$ cat src/hprd_pkg.sv
// Shared constants and types for the hub port removability and disable configuration block.
// Assumes one clock domain and an eight-bit configuration load port from the hub core.
package hprd_pkg;

  // ****************************************************************
  // Sizes
  // ****************************************************************
  localparam int PORT_MAX = 4;
  localparam int PORT_MIN = 2;
  localparam int PHYS_W = 3;

  // ****************************************************************
  // Register offsets
  // ****************************************************************
  localparam logic [7:0] ADDR_CFG_BYTE2 = 8'h07;
  localparam logic [7:0] ADDR_CFG_BYTE3 = 8'h08;
  localparam logic [7:0] ADDR_FIXED_MASK = 8'h09;
  localparam logic [7:0] ADDR_SP_OFF_MASK = 8'h0A;
  localparam logic [7:0] ADDR_BP_OFF_MASK = 8'h0B;

  // ****************************************************************
  // Field positions and reset values
  // ****************************************************************
  localparam int COMPOUND_BIT = 3;
  localparam int REMAP_BIT = 3;
  localparam int PORT_LSB = 1;
  localparam int PORT_MSB = 4;
  localparam logic [PORT_MAX:1] MASK_RESET = 4'h0;
  localparam logic FLAG_RESET = 1'b0;
  localparam logic [7:0] DATA_ZERO = 8'h00;

  // ****************************************************************
  // Non-removable strap encodings
  // ****************************************************************
  localparam logic [1:0] STRAP_FIXED_NONE = 2'h0;
  localparam logic [1:0] STRAP_FIXED_P1 = 2'h1;
  localparam logic [1:0] STRAP_FIXED_P12 = 2'h2;
  localparam logic [PORT_MAX:1] STRAP_MASK_P1 = 4'h1;
  localparam logic [PORT_MAX:1] STRAP_MASK_P12 = 4'h3;
  localparam logic [PORT_MAX:1] STRAP_MASK_P123 = 4'h7;

  // ****************************************************************
  // Carriers
  // ****************************************************************
  typedef struct packed {
    logic wr_en;
    logic rd_en;
    logic [7:0] addr;
    logic [7:0] wdata;
  } hprd_cfg_req_type;

  typedef struct packed {
    logic enable;
    logic turn_off;
    logic [PHYS_W-1:0] port;
  } hprd_host_req_type;

  typedef struct packed {
    logic [PORT_MAX:1] enabled;
    logic [PORT_MAX:1] fixed;
    logic [PHYS_W-1:0] count;
    logic compound;
  } hprd_status_type;

  typedef logic [PORT_MAX:1][PHYS_W-1:0] hprd_map_type;

endpackage

$ cat src/hprd_port_cfg.sv
// Port removability and port disable configuration for a hub with up to four downstream ports.
// Assumes the hub core loads registers over the byte load port and supplies straps and power mode.
//
// Functional notes
// - Bits 1 to 4 of the non-removable mask mark ports 1 to 4 as holding a fixed device.
// - Bits 0, 5, 6 and 7 of the three mask registers are reserved and steer no port.
// - A set bit 1 to 4 in the self-powered off mask disables that port, a clear bit keeps it.
// - The disable selection applies only while the remap select bit is zero.
// - A disabled port can never be enabled or enumerated by the host.
// - The reported port count equals the number of ports left enabled.
// - Any combination of ports may be disabled, not only the highest ones.
// - The remaining enabled ports are renumbered from one without gaps.
// - In default configuration the fixed device straps choose the non-removable ports.
// - In default configuration the positive and negative off straps choose disabled ports.
// - The bus-powered off mask uses the same encoding as the self-powered one.
// - Bit 3 of configuration byte 3 selects standard mode at zero and remap mode at one.
// - In default configuration any non-removable port makes the hub report compound.
`timescale 1ns/1ps

module hprd_port_cfg import hprd_pkg::*; #(
  parameter int NUM_PORTS = PORT_MAX
) (
  input wire logic ref_clk,
  input wire logic rst_n,
  input wire hprd_cfg_req_type cfg_req,
  input wire logic use_default_cfg,
  input wire logic self_powered,
  input wire logic [1:0] fixed_device_straps,
  input wire logic [PORT_MAX:1] port_off_strap_positive,
  input wire logic [PORT_MAX:1] port_off_strap_negative,
  input wire hprd_host_req_type host_req,
  output logic [7:0] cfg_rd_data,
  output logic cfg_rd_valid,
  output hprd_status_type port_status,
  output hprd_map_type logical_to_phys,
  output logic [PORT_MAX:1] port_active,
  output logic host_refused
);

  // ****************************************************************
  // Elaboration checks and helpers
  // ****************************************************************
  if (NUM_PORTS < PORT_MIN || NUM_PORTS > PORT_MAX) begin : g_bad_ports
    $error("NUM_PORTS must lie between 2 and 4.");
  end

  function automatic logic [PORT_MAX:1] exist_mask(input int n);
    logic [PORT_MAX:1] m;
    m = '0;
    for (int p = 1; p <= PORT_MAX; p++) begin
      m[p] = (p <= n);
    end
    return m;
  endfunction

  function automatic logic [PHYS_W-1:0] popcount(input logic [PORT_MAX:1] mask);
    logic [PHYS_W-1:0] c;
    c = '0;
    for (int p = 1; p <= PORT_MAX; p++) begin
      c = c + PHYS_W'(mask[p]);
    end
    return c;
  endfunction

  // Packs enabled physical ports into logical numbers one upward, any pattern allowed.
  function automatic hprd_map_type build_map(input logic [PORT_MAX:1] mask);
    hprd_map_type m;
    int n;
    m = '0;
    n = 1;
    for (int p = 1; p <= PORT_MAX; p++) begin
      if (mask[p]) begin
        m[n] = PHYS_W'(p);
        n++;
      end
    end
    return m;
  endfunction

  function automatic logic [PORT_MAX:1] strap_fixed(input logic [1:0] s);
    logic [PORT_MAX:1] m;
    case (s)
      STRAP_FIXED_NONE: m = MASK_RESET;
      STRAP_FIXED_P1: m = STRAP_MASK_P1;
      STRAP_FIXED_P12: m = STRAP_MASK_P12;
      default: m = STRAP_MASK_P123;
    endcase
    return m;
  endfunction

  localparam logic [PORT_MAX:1] PORT_EXIST = exist_mask(NUM_PORTS);

  // ****************************************************************
  // Configuration registers
  // ****************************************************************
  logic [PORT_MAX:1] fixed_q, fixed_d;
  logic [PORT_MAX:1] sp_off_q, sp_off_d;
  logic [PORT_MAX:1] bp_off_q, bp_off_d;
  logic compound_q, compound_d;
  logic remap_q, remap_d;
  logic [7:0] rd_data_q, rd_data_d;
  logic rd_valid_q, rd_valid_d;

  always_comb begin
    fixed_d = fixed_q;
    sp_off_d = sp_off_q;
    bp_off_d = bp_off_q;
    compound_d = compound_q;
    remap_d = remap_q;
    rd_data_d = DATA_ZERO;
    rd_valid_d = cfg_req.rd_en;
    if (cfg_req.wr_en) begin
      case (cfg_req.addr)
        ADDR_CFG_BYTE2: compound_d = cfg_req.wdata[COMPOUND_BIT];
        ADDR_CFG_BYTE3: remap_d = cfg_req.wdata[REMAP_BIT];
        ADDR_FIXED_MASK: fixed_d = cfg_req.wdata[PORT_MSB:PORT_LSB];
        ADDR_SP_OFF_MASK: sp_off_d = cfg_req.wdata[PORT_MSB:PORT_LSB];
        ADDR_BP_OFF_MASK: bp_off_d = cfg_req.wdata[PORT_MSB:PORT_LSB];
        default: ;
      endcase
    end
    if (cfg_req.rd_en) begin
      // Reserved bits always read back as zero.
      case (cfg_req.addr)
        ADDR_CFG_BYTE2: rd_data_d[COMPOUND_BIT] = compound_q;
        ADDR_CFG_BYTE3: rd_data_d[REMAP_BIT] = remap_q;
        ADDR_FIXED_MASK: rd_data_d[PORT_MSB:PORT_LSB] = fixed_q;
        ADDR_SP_OFF_MASK: rd_data_d[PORT_MSB:PORT_LSB] = sp_off_q;
        ADDR_BP_OFF_MASK: rd_data_d[PORT_MSB:PORT_LSB] = bp_off_q;
        default: rd_data_d = DATA_ZERO;
      endcase
    end
  end

  always_ff @(posedge ref_clk) begin
    if (!rst_n) begin
      fixed_q <= MASK_RESET;
      sp_off_q <= MASK_RESET;
      bp_off_q <= MASK_RESET;
      compound_q <= FLAG_RESET;
      remap_q <= FLAG_RESET;
      rd_data_q <= DATA_ZERO;
      rd_valid_q <= FLAG_RESET;
    end else begin
      fixed_q <= fixed_d;
      sp_off_q <= sp_off_d;
      bp_off_q <= bp_off_d;
      compound_q <= compound_d;
      remap_q <= remap_d;
      rd_data_q <= rd_data_d;
      rd_valid_q <= rd_valid_d;
    end
  end

  // ****************************************************************
  // Effective port configuration
  // ****************************************************************
  hprd_status_type status_q, status_d;
  hprd_map_type map_q, map_d;
  logic [PORT_MAX:1] off_sel;

  always_comb begin
    off_sel = self_powered ? sp_off_q : bp_off_q;
    status_d = '0;
    if (use_default_cfg) begin
      status_d.fixed = strap_fixed(fixed_device_straps) & PORT_EXIST;
      status_d.enabled = ~(port_off_strap_positive & port_off_strap_negative)
        & PORT_EXIST;
      status_d.compound = |status_d.fixed;
    end else begin
      status_d.fixed = fixed_q & PORT_EXIST;
      status_d.compound = compound_q;
      if (remap_q) begin
        status_d.enabled = PORT_EXIST;
      end else begin
        status_d.enabled = ~off_sel & PORT_EXIST;
      end
    end
    status_d.count = popcount(status_d.enabled);
    map_d = build_map(status_d.enabled);
  end

  always_ff @(posedge ref_clk) begin
    if (!rst_n) begin
      status_q <= '0;
      map_q <= '0;
    end else begin
      status_q <= status_d;
      map_q <= map_d;
    end
  end

  // ****************************************************************
  // Host port enable requests
  // ****************************************************************
  logic [PORT_MAX:1] active_q, active_d;
  logic refused_q, refused_d;
  logic req_ok;
  logic [PHYS_W-1:0] req_phys;

  always_comb begin
    req_ok = (host_req.port != '0) && (host_req.port <= status_q.count);
    req_phys = req_ok ? map_q[host_req.port] : '0;
    active_d = active_q;
    if ((host_req.enable || host_req.turn_off) && req_ok) begin
      active_d[req_phys] = host_req.enable;
    end
    active_d = active_d & status_d.enabled;
    refused_d = (host_req.enable || host_req.turn_off) && !req_ok;
  end

  always_ff @(posedge ref_clk) begin
    if (!rst_n) begin
      active_q <= MASK_RESET;
      refused_q <= FLAG_RESET;
    end else begin
      active_q <= active_d;
      refused_q <= refused_d;
    end
  end

  assign cfg_rd_data = rd_data_q;
  assign cfg_rd_valid = rd_valid_q;
  assign port_status = status_q;
  assign logical_to_phys = map_q;
  assign port_active = active_q;
  assign host_refused = refused_q;
endmodule // hprd_port_cfg

$ cat config.mk
export PLATFORM = sky130hd
export DESIGN_NAME = hprd_port_cfg
export DESIGN_NICKNAME = d
export VERILOG_FILES = /design/src/hprd_pkg.sv /design/src/hprd_port_cfg.sv
export SDC_FILE = /design/constraint.sdc
export NUM_CORES = 1
export LEC_CHECK = 0
export ABC_AREA = 1
export BUFFER_PORTS_ARGS = -buffer_cell sky130_fd_sc_hd__buf_2
export CAP_MARGIN = 20
export CELL_PAD_IN_SITES_DETAIL_PLACEMENT = 1
export CELL_PAD_IN_SITES_GLOBAL_PLACEMENT = 2
export CORE_MARGIN = 2
export CORE_UTILIZATION = 27
export CTS_CLUSTER_DIAMETER = 120
export DETAILED_ROUTE_END_ITERATION = 6
export PLACE_DENSITY = 0.9
export SETUP_SLACK_MARGIN = 0.3
export SYNTH_ARGS = -nofsm -noshare
export SYNTH_HDL_FRONTEND = slang
export SYNTH_SLANG_ARGS = --single-unit
$ cat constraint.sdc
create_clock -name ref_clk -period 3 [get_ports ref_clk]
set_clock_uncertainty 0.2 [all_clocks]
set_input_delay 0.6 -clock ref_clk [delete_from_list [all_inputs] [get_ports ref_clk]]
set_output_delay 0.6 -clock ref_clk [all_outputs]
set_load 0.05 [all_outputs]
After elaboration in Yosys (flattened, before gate mapping)
Cells that the tools add are included.
- $lt $le $gt $ge: 10
- equal/unequal tests: 7
- bitwise gates (word level): 13
- reduce and logical (&&, ||, !) cells: 18
- add/subtract/negate cells: 5
- multiplexer cells: 29
- operators with widths (operator ; number):
    $ge 32x1->1 const B ; 3
    $lt 32x5->1 const B ; 3
    $add 32x2->32 const B ; 2
    $mux 32 ; 2
    $mux 12 ; 3
    $eq 8x4->1 const B ; 4
    $demux 3 s3 ; 3
    $mux 4 ; 4
    $not 8->8 ; 2
    $mux 3 ; 5
    $and 4x4->4 ; 3
    $not 4->4 ; 3
    $reduce_and 2->1 ; 6
    $bmux 3 s3 ; 1
    $pmux 3 s3 ; 1
    $and 1x8->8 ; 1
    $and 8x8->8 ; 1
    $eq 8x3->1 const B ; 1
    $lt 3x4->1 const B ; 2
    $mux 8 ; 1
    $or 8x8->8 ; 1
    $logic_and 1x1->1 ; 7
    $pmux 2 s3 ; 1
    $pmux 1 s5 ; 1
    19 further kinds ; 21
- word-level logic and storage cells: 100
- output and inout port bits: 38
- register bits after elaboration: 52
- input port bits: 37

Longest topological paths before layout
Gate-level depths: netlist of the first run.
- word-level depth: 16
- depth in mapped cells: 12
- gate-level depth less buffers: 12

Worst setup path before layout of the first run
No wires, ideal clock.
- kind: input to register
- start: input self_powered
- end: register status_q, in the netlist port_status[2]
- stages on the path: 9
- setup time: 0.110 ns
- arrival time: 2.227 ns
- setup slack: 0.463 ns
- buffers on the path: 1
- required time: 2.690 ns
- path through: buf_2 -> o211ai_1 -> o31ai_4 -> fa_1 -> inv_1 -> ha_1 -> ha_1 -> nand2_1 -> inv_1
- RTL lines (item ; line ; RTL):
    from (decl) ; hprd_port_cfg.sv:27 ; input wire logic self_powered,
    to (signal assigned) ; hprd_port_cfg.sv:188 ; status_q <= status_d;
    to (decl) ; hprd_port_cfg.sv:158 ; hprd_status_type status_q, status_d;

==> results.py, run 1 <==
metrics = {
    "detailed_routing": {
        "wl_mm": 6.03,
        "ant_nets": 0,
        "via_count": 2130,
        "first_iter_violations": 28,
        "via_per_inst": 4.43,
        "dr.pass1.iters": 4,
        "drc": 0,
        "wl_per_cell_um": 12.5,
    },
    "cts": {
        "cts_resized": 0,
        "cts_setup_buffers": 0,
        "ctsHoldBuffers": 0,
        "clk_pin_slew_ns": 0.09,
        "clock_latency_ns": 0.30,
        "cts-root-buf": "clkbuf_8",
        "clockBufferDepth": 2,
        "cts_tree": "done",
        "cts_sinks": 45,
        "h-tree-depth": 2,
        "cts_buffers": 5,
    },
    "global_routing": {
        "grt_max_degree": 22,
        "grt_pass1_wl_mm": 10.4,
        "grt_overflow": 0,
        "grt_use_total": 0.134,
        "met2_usage": 0.252,
        "grt_pass1_vias": 2227,
        "grtUsageMet3": 0.0296,
        "globalRouteMet1Util": 0.154,
        "antenna_found_initial": 0,
        "busiest_layer": "met2",
    },
    "finish": {
        "seqCellArea_um2": 901,
        "finalNetCount": 424,
        "multi_input_area_um2": 1140,
        "post-route-util": 0.339,
        "nFillCells": 1055,
        "syn_to_final_growth_pct": 20.7,
        "diodes": 0,
        "layout-drive-gt1-share": 0.271,
    },
    "timing": {
        "setup_viol": 0,
        "tns_ns": 0,
        "post-route-period-util": 0.786,
        "hold_viol": 0,
        "rsz0062_at_grt": "false",
        "fmaxAchievable_ghz": 0.424,
        "drv_slew": 0,
        "fin_crit_ns": 2.36,
    },
    "synth": {
        "synth-async-reset-ratio": 0,
        "netlist_area_um2": 2320,
        "netlist.top_cell.by_area": "dfxtp_1",
        "yosys_warnings": 0,
        "synthCells": 312,
        "ys_ff_latch": 45,
        "synth_cell_types": 30,
        "synth_top_flop_cell": "dfxtp_1",
        "synthTopCellsByArea": "dfxtp_1 39%, nand2_1 10%, inv_1 7.8%",
        "synth_common_cells": "62 x nand2_1, 48 x inv_1, 45 x dfxtp_1",
        "seq_area_frac_synth": 0.389,
        "syn_area_per_cell_um2": 7.43,
        "synth_edf_count": 0,
        "synth_most_common_cell": "nand2_1",
        "yosys.area.top_type_share": 0.389,
    },
    "floorplanning": {
        "dieArea_um2": 9340,
        "fp-row-count": 33,
        "ios": 75,
        "start_util": 0.281,
        "die_w_um": 96.6,
        "coreArea_um2": 8260,
        "die_h_um": 96.6,
    },
    "pwr": {
        "p_per_area_nw_per_um2": 490,
        "ir_drop_v": 0.000212,
        "p_leak_nw": 1.36,
    },
    "setup_path": {
        "path_cells": "buf_2, nor2_4, o211ai_1, nand2_1, fa_1, inv_1, ha_1, ha_1, nand2_1, inv_1",
        "crit_type": "input pin to flip-flop",
        "slowest_delay_ns": 0.57,
        "setup.worst_path.start_class": "input pin",
        "critPathTopFamily": "adder cells",
        "worst-path-buf-inv": 3,
        "critPathCaptureType": "flip-flop",
        "cp_max_fo": 8,
        "cp.required_ns": 2.99,
        "critPathSlowestCell": "fa_1",
        "cp.arrival_ns": 2.35,
    },
    "place": {
        "port_buffers": 64,
        "gp_congestion": 0.781,
        "dp_hpwl_mm": 5.01,
    },
    "flow_run": {
        "maxCapViolCount": 0,
    },
    "run_status": {
        "status": "completed",
    },
    "worst_hold_path": {
        "min_path_type": "flip-flop to flip-flop",
    },
}
==> placed cells by master, fill, tap and decap left out, drive strengths merged, types with 8 or more instances in the layout <==
master,n
ha,9
o21ai,18
o211ai,8
buf,66
nand2,72
nor2,34
nand3,21
dfxtp,45
a21oi,21
inv,53
==> flip-flops by register name, summed over array words and instances, names as in the netlist <==
signal and cells:
fixed_q 4, remap_q 1, port_status 12, logical_to_phys 9, sp_off_q 4, cfg_rd_data 4
host_refused 1, port_active 4, cfg_rd_valid 1, bp_off_q 4, compound_q 1
==> layer usage <==
metal,vias to the layer above,routed length (µm)
met5,-,0
met4,0,77
met3,7,266
met2,46,3160
met1,978,2530
li1,1099,-
==> report_power, final <==
part / total [mW] / leakage, nW / switching, mW / internal (mW)
registers: 0.637 / 0.368 / 0.0129 / 0.624
logic: 0.348 / 0.947 / 0.256 / 0.0913
clock network: 0.386 / 0.0433 / 0.203 / 0.182
==> final timing paths <==
check | start | to | slack [ns] | depth (start not counted)
hold / removal | fixed_q[2] | port_status[5] | 0.28 | 2
hold reg to reg | fixed_q[2] | port_status[5] | 0.28 | 2
setup reg to reg | remap_q | port_status[2] | 0.69 | 9
setup / recovery | use_default_cfg | port_status[2] | 0.64 | 10
==> final cells by class <==
| cell class | count | share of cell area |
|---|---|---|
| flip-flops and latches | 45 | 0.322 |
| multi-input cells | 205 | 0.408 |
| well taps | 105 | 0.0470 |
| clock inverters | 1 | 0.00268 |
| inverters | 53 | 0.0711 |
| repair buffers | 66 | 0.120 |
| clock buffers | 6 | 0.0295 |
==> cells by family (layout without fill, tap and decap cells) <==
kind of cell / after synthesis / count (layout) / synth area share
buffers and inverters: 67 / 126 / 0.127
flip-flops: 45 / 45 / 0.389
AND/OR/NAND/NOR: 139 / 139 / 0.292
other: 1 / 6 / 0.00162
adder cells (fa/ha/maj): 11 / 11 / 0.0659
AO/OA/AOI/OAI: 49 / 49 / 0.125
==> metrics by stage <==
step	power, mW	worst slack (ns)	cells	instance area [µm²]	hold WS, ns
finish	1.37	0.641	481	2800	0.281
global route	1.45	0.504	481	2800	0.306
CTS	1.39	0.623	481	2800	0.287
detailed placement	1.00	0.309	474	2710	0.273
global placement	0.993	0.398	474	2710	0.260
floorplan	0.918	0.463	317	2340	0.238
==> worst register-to-register path, cell delays in order (launching register included) <==
cell and delay (ns):
dfxtp_1 0.44, nor2_4 0.08, o211ai_1 0.13, nand2_1 0.21, fa_1 0.58, inv_1 0.04, ha_1 0.17, ha_1 0.27
nand2_1 0.07, inv_1 0.04
Note: power is estimated with default switching activity, not from simulation.
==> inputs of run 2 (changes only) <==
--- a/config.mk
+++ b/config.mk
@@ -5,7 +5,7 @@
 export SDC_FILE = /design/constraint.sdc
 export NUM_CORES = 1
 export LEC_CHECK = 0
-export ABC_AREA = 1
+export ABC_AREA = 0
 export BUFFER_PORTS_ARGS = -buffer_cell sky130_fd_sc_hd__buf_2
 export CAP_MARGIN = 20
 export CELL_PAD_IN_SITES_DETAIL_PLACEMENT = 1
@@ -14,7 +14,7 @@
 export CORE_UTILIZATION = 27
 export CTS_CLUSTER_DIAMETER = 120
 export DETAILED_ROUTE_END_ITERATION = 6
-export PLACE_DENSITY = 0.9
+export PLACE_DENSITY = 0.88
 export SETUP_SLACK_MARGIN = 0.3
 export SYNTH_ARGS = -nofsm -noshare
 export SYNTH_HDL_FRONTEND = slang
==> constraint.sdc (replaced) <==
create_clock -name ref_clk -period 2.1 [get_ports ref_clk]
set_clock_uncertainty 0.2 [all_clocks]
set_input_delay 0.42 -clock ref_clk [delete_from_list [all_inputs] [get_ports ref_clk]]
set_output_delay 0.42 -clock ref_clk [all_outputs]
set_load 0.05 [all_outputs]
==> results.py, run 2 <==
metrics = {
    "run_status": {
        "status": "finished, violations left",
        "violations": "negative setup slack",
    },
    "cts": {
        "cts_tree": "done",
        "clk_pin_slew_ns": 0.10,
        "clock_latency_ns": 0.31,
        "cts-root-buf": "clkbuf_8",
        "clockBufferDepth": 2,
        "ctsHoldBuffers": 0,
        "h-tree-depth": 2,
        "cts_buffers": 5,
        "cts_sinks": 45,
    },
    "synth": {
        "synth_edf_count": 0,
        "seq_area_frac_synth": 0.405,
        "ys_ff_latch": 45,
        "netlist_area_um2": 2220,
        "netlist.top_cell.by_area": "dfxtp_1",
        "yosys.area.top_type_share": 0.405,
        "synthTopCellsByArea": "dfxtp_1 41%, mux2i_1 5.9%, ha_1 5.1%",
        "syn_area_per_cell_um2": 9.66,
        "yosys_warnings": 0,
        "synth_cell_types": 50,
        "synthCells": 230,
        "synth_top_flop_cell": "dfxtp_1",
        "synth_most_common_cell": "dfxtp_1",
        "synth-async-reset-ratio": 0,
        "synth_common_cells": "45 x dfxtp_1, 19 x nand2_1, 15 x nor2_1, 15 x nor2b_1, 13 x mux2i_1",
    },
    "global_routing": {
        "grtUsageMet3": 0.0383,
        "globalRouteMet1Util": 0.181,
        "grt_overflow": 0,
        "antenna_found_initial": 1,
        "grt_pass1_vias": 2154,
        "busiest_layer": "met2",
        "met2_usage": 0.316,
        "grt_use_total": 0.165,
        "grt_pass1_wl_mm": 11.3,
        "grt_max_degree": 24,
    },
    "worst_hold_path": {
        "hold_path_depth": 3,
        "min_from": "cfg_req[1]",
        "min_to": "sp_off_q[1]",
        "min_path_type": "input pin to flip-flop",
    },
    "timing": {
        "setup_viol": 10,
        "rsz0062_at_grt": "true",
        "hold_viol": 0,
        "tightest_slew_ns": 0.490,
        "fin_ws_ns": -0.193,
        "fmaxAchievable_ghz": 0.436,
        "tns_ns": -1.10,
        "post-route-period-util": 1.09,
        "drv_slew": 0,
        "fin_crit_ns": 2.29,
        "maxSlewHeadroom": 0.669,
    },
    "finish": {
        "largest_reg_flops": 12,
        "fin_cells": 447,
        "finalNetCount": 389,
        "seqCellArea_um2": 921,
        "mostFrequentLayoutCells": "62 x buf_2, 34 x buf_4, 33 x dfxtp_1",
        "layout-drive-gt1-share": 0.556,
        "diodes": 0,
        "final_common_cell": "buf_2",
        "post-route-util": 0.434,
        "syn_to_final_growth_pct": 58.1,
        "multi_input_area_um2": 1540,
        "nFillCells": 934,
    },
    "setup_path": {
        "cp.arrival_ns": 2.30,
        "cp.required_ns": 2.11,
        "r2r_slack_ns": -0.19,
        "rr_startpoint": "bp_off_q[4]",
        "setup.worst_path.start_class": "flip-flop",
        "r2r_cells": 8,
        "cp_max_fo": 2,
        "critPathCaptureType": "flip-flop",
        "rr_endpoint": "port_status[2]",
        "crit_type": "flip-flop to flip-flop",
    },
    "place": {
        "dpl.cell_count": 417,
        "port_buffers": 64,
        "dp_hpwl_mm": 5.20,
        "gp_congestion": 0.791,
    },
    "pwr": {
        "p_leak_nw": 1.57,
        "ir_drop_v": 0.000302,
        "p_per_area_nw_per_um2": 574,
    },
    "floorplanning": {
        "die_w_um": 94.7,
        "coreArea_um2": 8090,
        "fp-row-count": 33,
        "dieArea_um2": 8970,
        "start_util": 0.275,
        "ios": 75,
        "die_h_um": 94.7,
    },
    "detailed_routing": {
        "dr.pass1.iters": 4,
        "via_count": 2140,
        "drc": 0,
        "wl_per_cell_um": 17.0,
        "via_per_inst": 4.79,
        "wl_mm": 7.59,
        "ant_nets": 0,
        "first_iter_violations": 40,
    },
    "flow_run": {
        "maxCapViolCount": 0,
    },
}
run 2: cells by family (layout without fill, tap and decap cells):
family                     after synthesis  in the layout  synth area share
and+or+nand+nor                         89             89             0.243
DFF                                     45             45             0.405
AOI/OAI and AO/OA                       36             36             0.116
buffers and inverters                   26            133            0.0563
muxes                                   22             22             0.109
adders and majority gates               11             11            0.0687
other                                    1              6           0.00169
run 2: layer usage:
layer	up-vias	share of wire
li1	1025	-
met1	1055	0.40
met4	2	0.014
met3	10	0.043
met5	-	0.0017
met2	48	0.54
run 2: layout make-up:
cell class | count | share of cell area
Multi-Input combinational cell | 164 | 0.439
Tap cell | 105 | 0.0374
Inverter | 10 | 0.0121
Sequential cell | 45 | 0.262
Clock inverter | 1 | 0.00178
Clock buffer | 7 | 0.0217
Timing Repair Buffer | 115 | 0.226
run 2: worst max path at each step:
stage | depth (start not counted) | end | start
3_5_place_dp | 9 | port_status[2] | self_powered
5_1_grt | 8 | logical_to_phys[0] | bp_off_q[2]
3_3_place_gp | 9 | port_status[2] | self_powered
6_report | 8 | port_status[2] | bp_off_q[4]
2_1_floorplan | 8 | port_status[2] | self_powered
4_1_cts | 8 | port_status[2] | bp_off_q[1]
run 2: critical path, cell delays in order (launching register included):
cell,delay (ns)
dfxtp_2,0.34
mux2_4,0.27
a32oi_2,0.19
inv_2,0.08
fa_1,0.57
inv_2,0.05
ha_4,0.16
ha_4,0.20
and2_1,0.14
run 2: stage by stage:
stage	setup slack, ns	hold WS (ns)	power (mW)	instance area (µm²)
global placement	-0.450	0.257	1.33	3000
detailed placement	-0.508	0.273	1.35	3000
CTS	-0.170	0.160	1.97	3360
floorplan	-0.309	0.223	1.22	2440
finish	-0.193	0.150	2.01	3510
global route	-0.231	0.154	2.10	3510
run 2: timing repair:
action,4_1_cts,5_1_grt
cloned,0,0
endpoints found under the setup margin,28,30
pin swaps,18,16
gates resized for setup,36,22
setup buffers,14,8
run 2: where the power goes:
| group | switching, mW | internal (mW) |
|---|---|---|
| clock | 0.329 | 0.238 |
| combinational | 0.331 | 0.219 |
| sequential | 0.0142 | 0.884 |
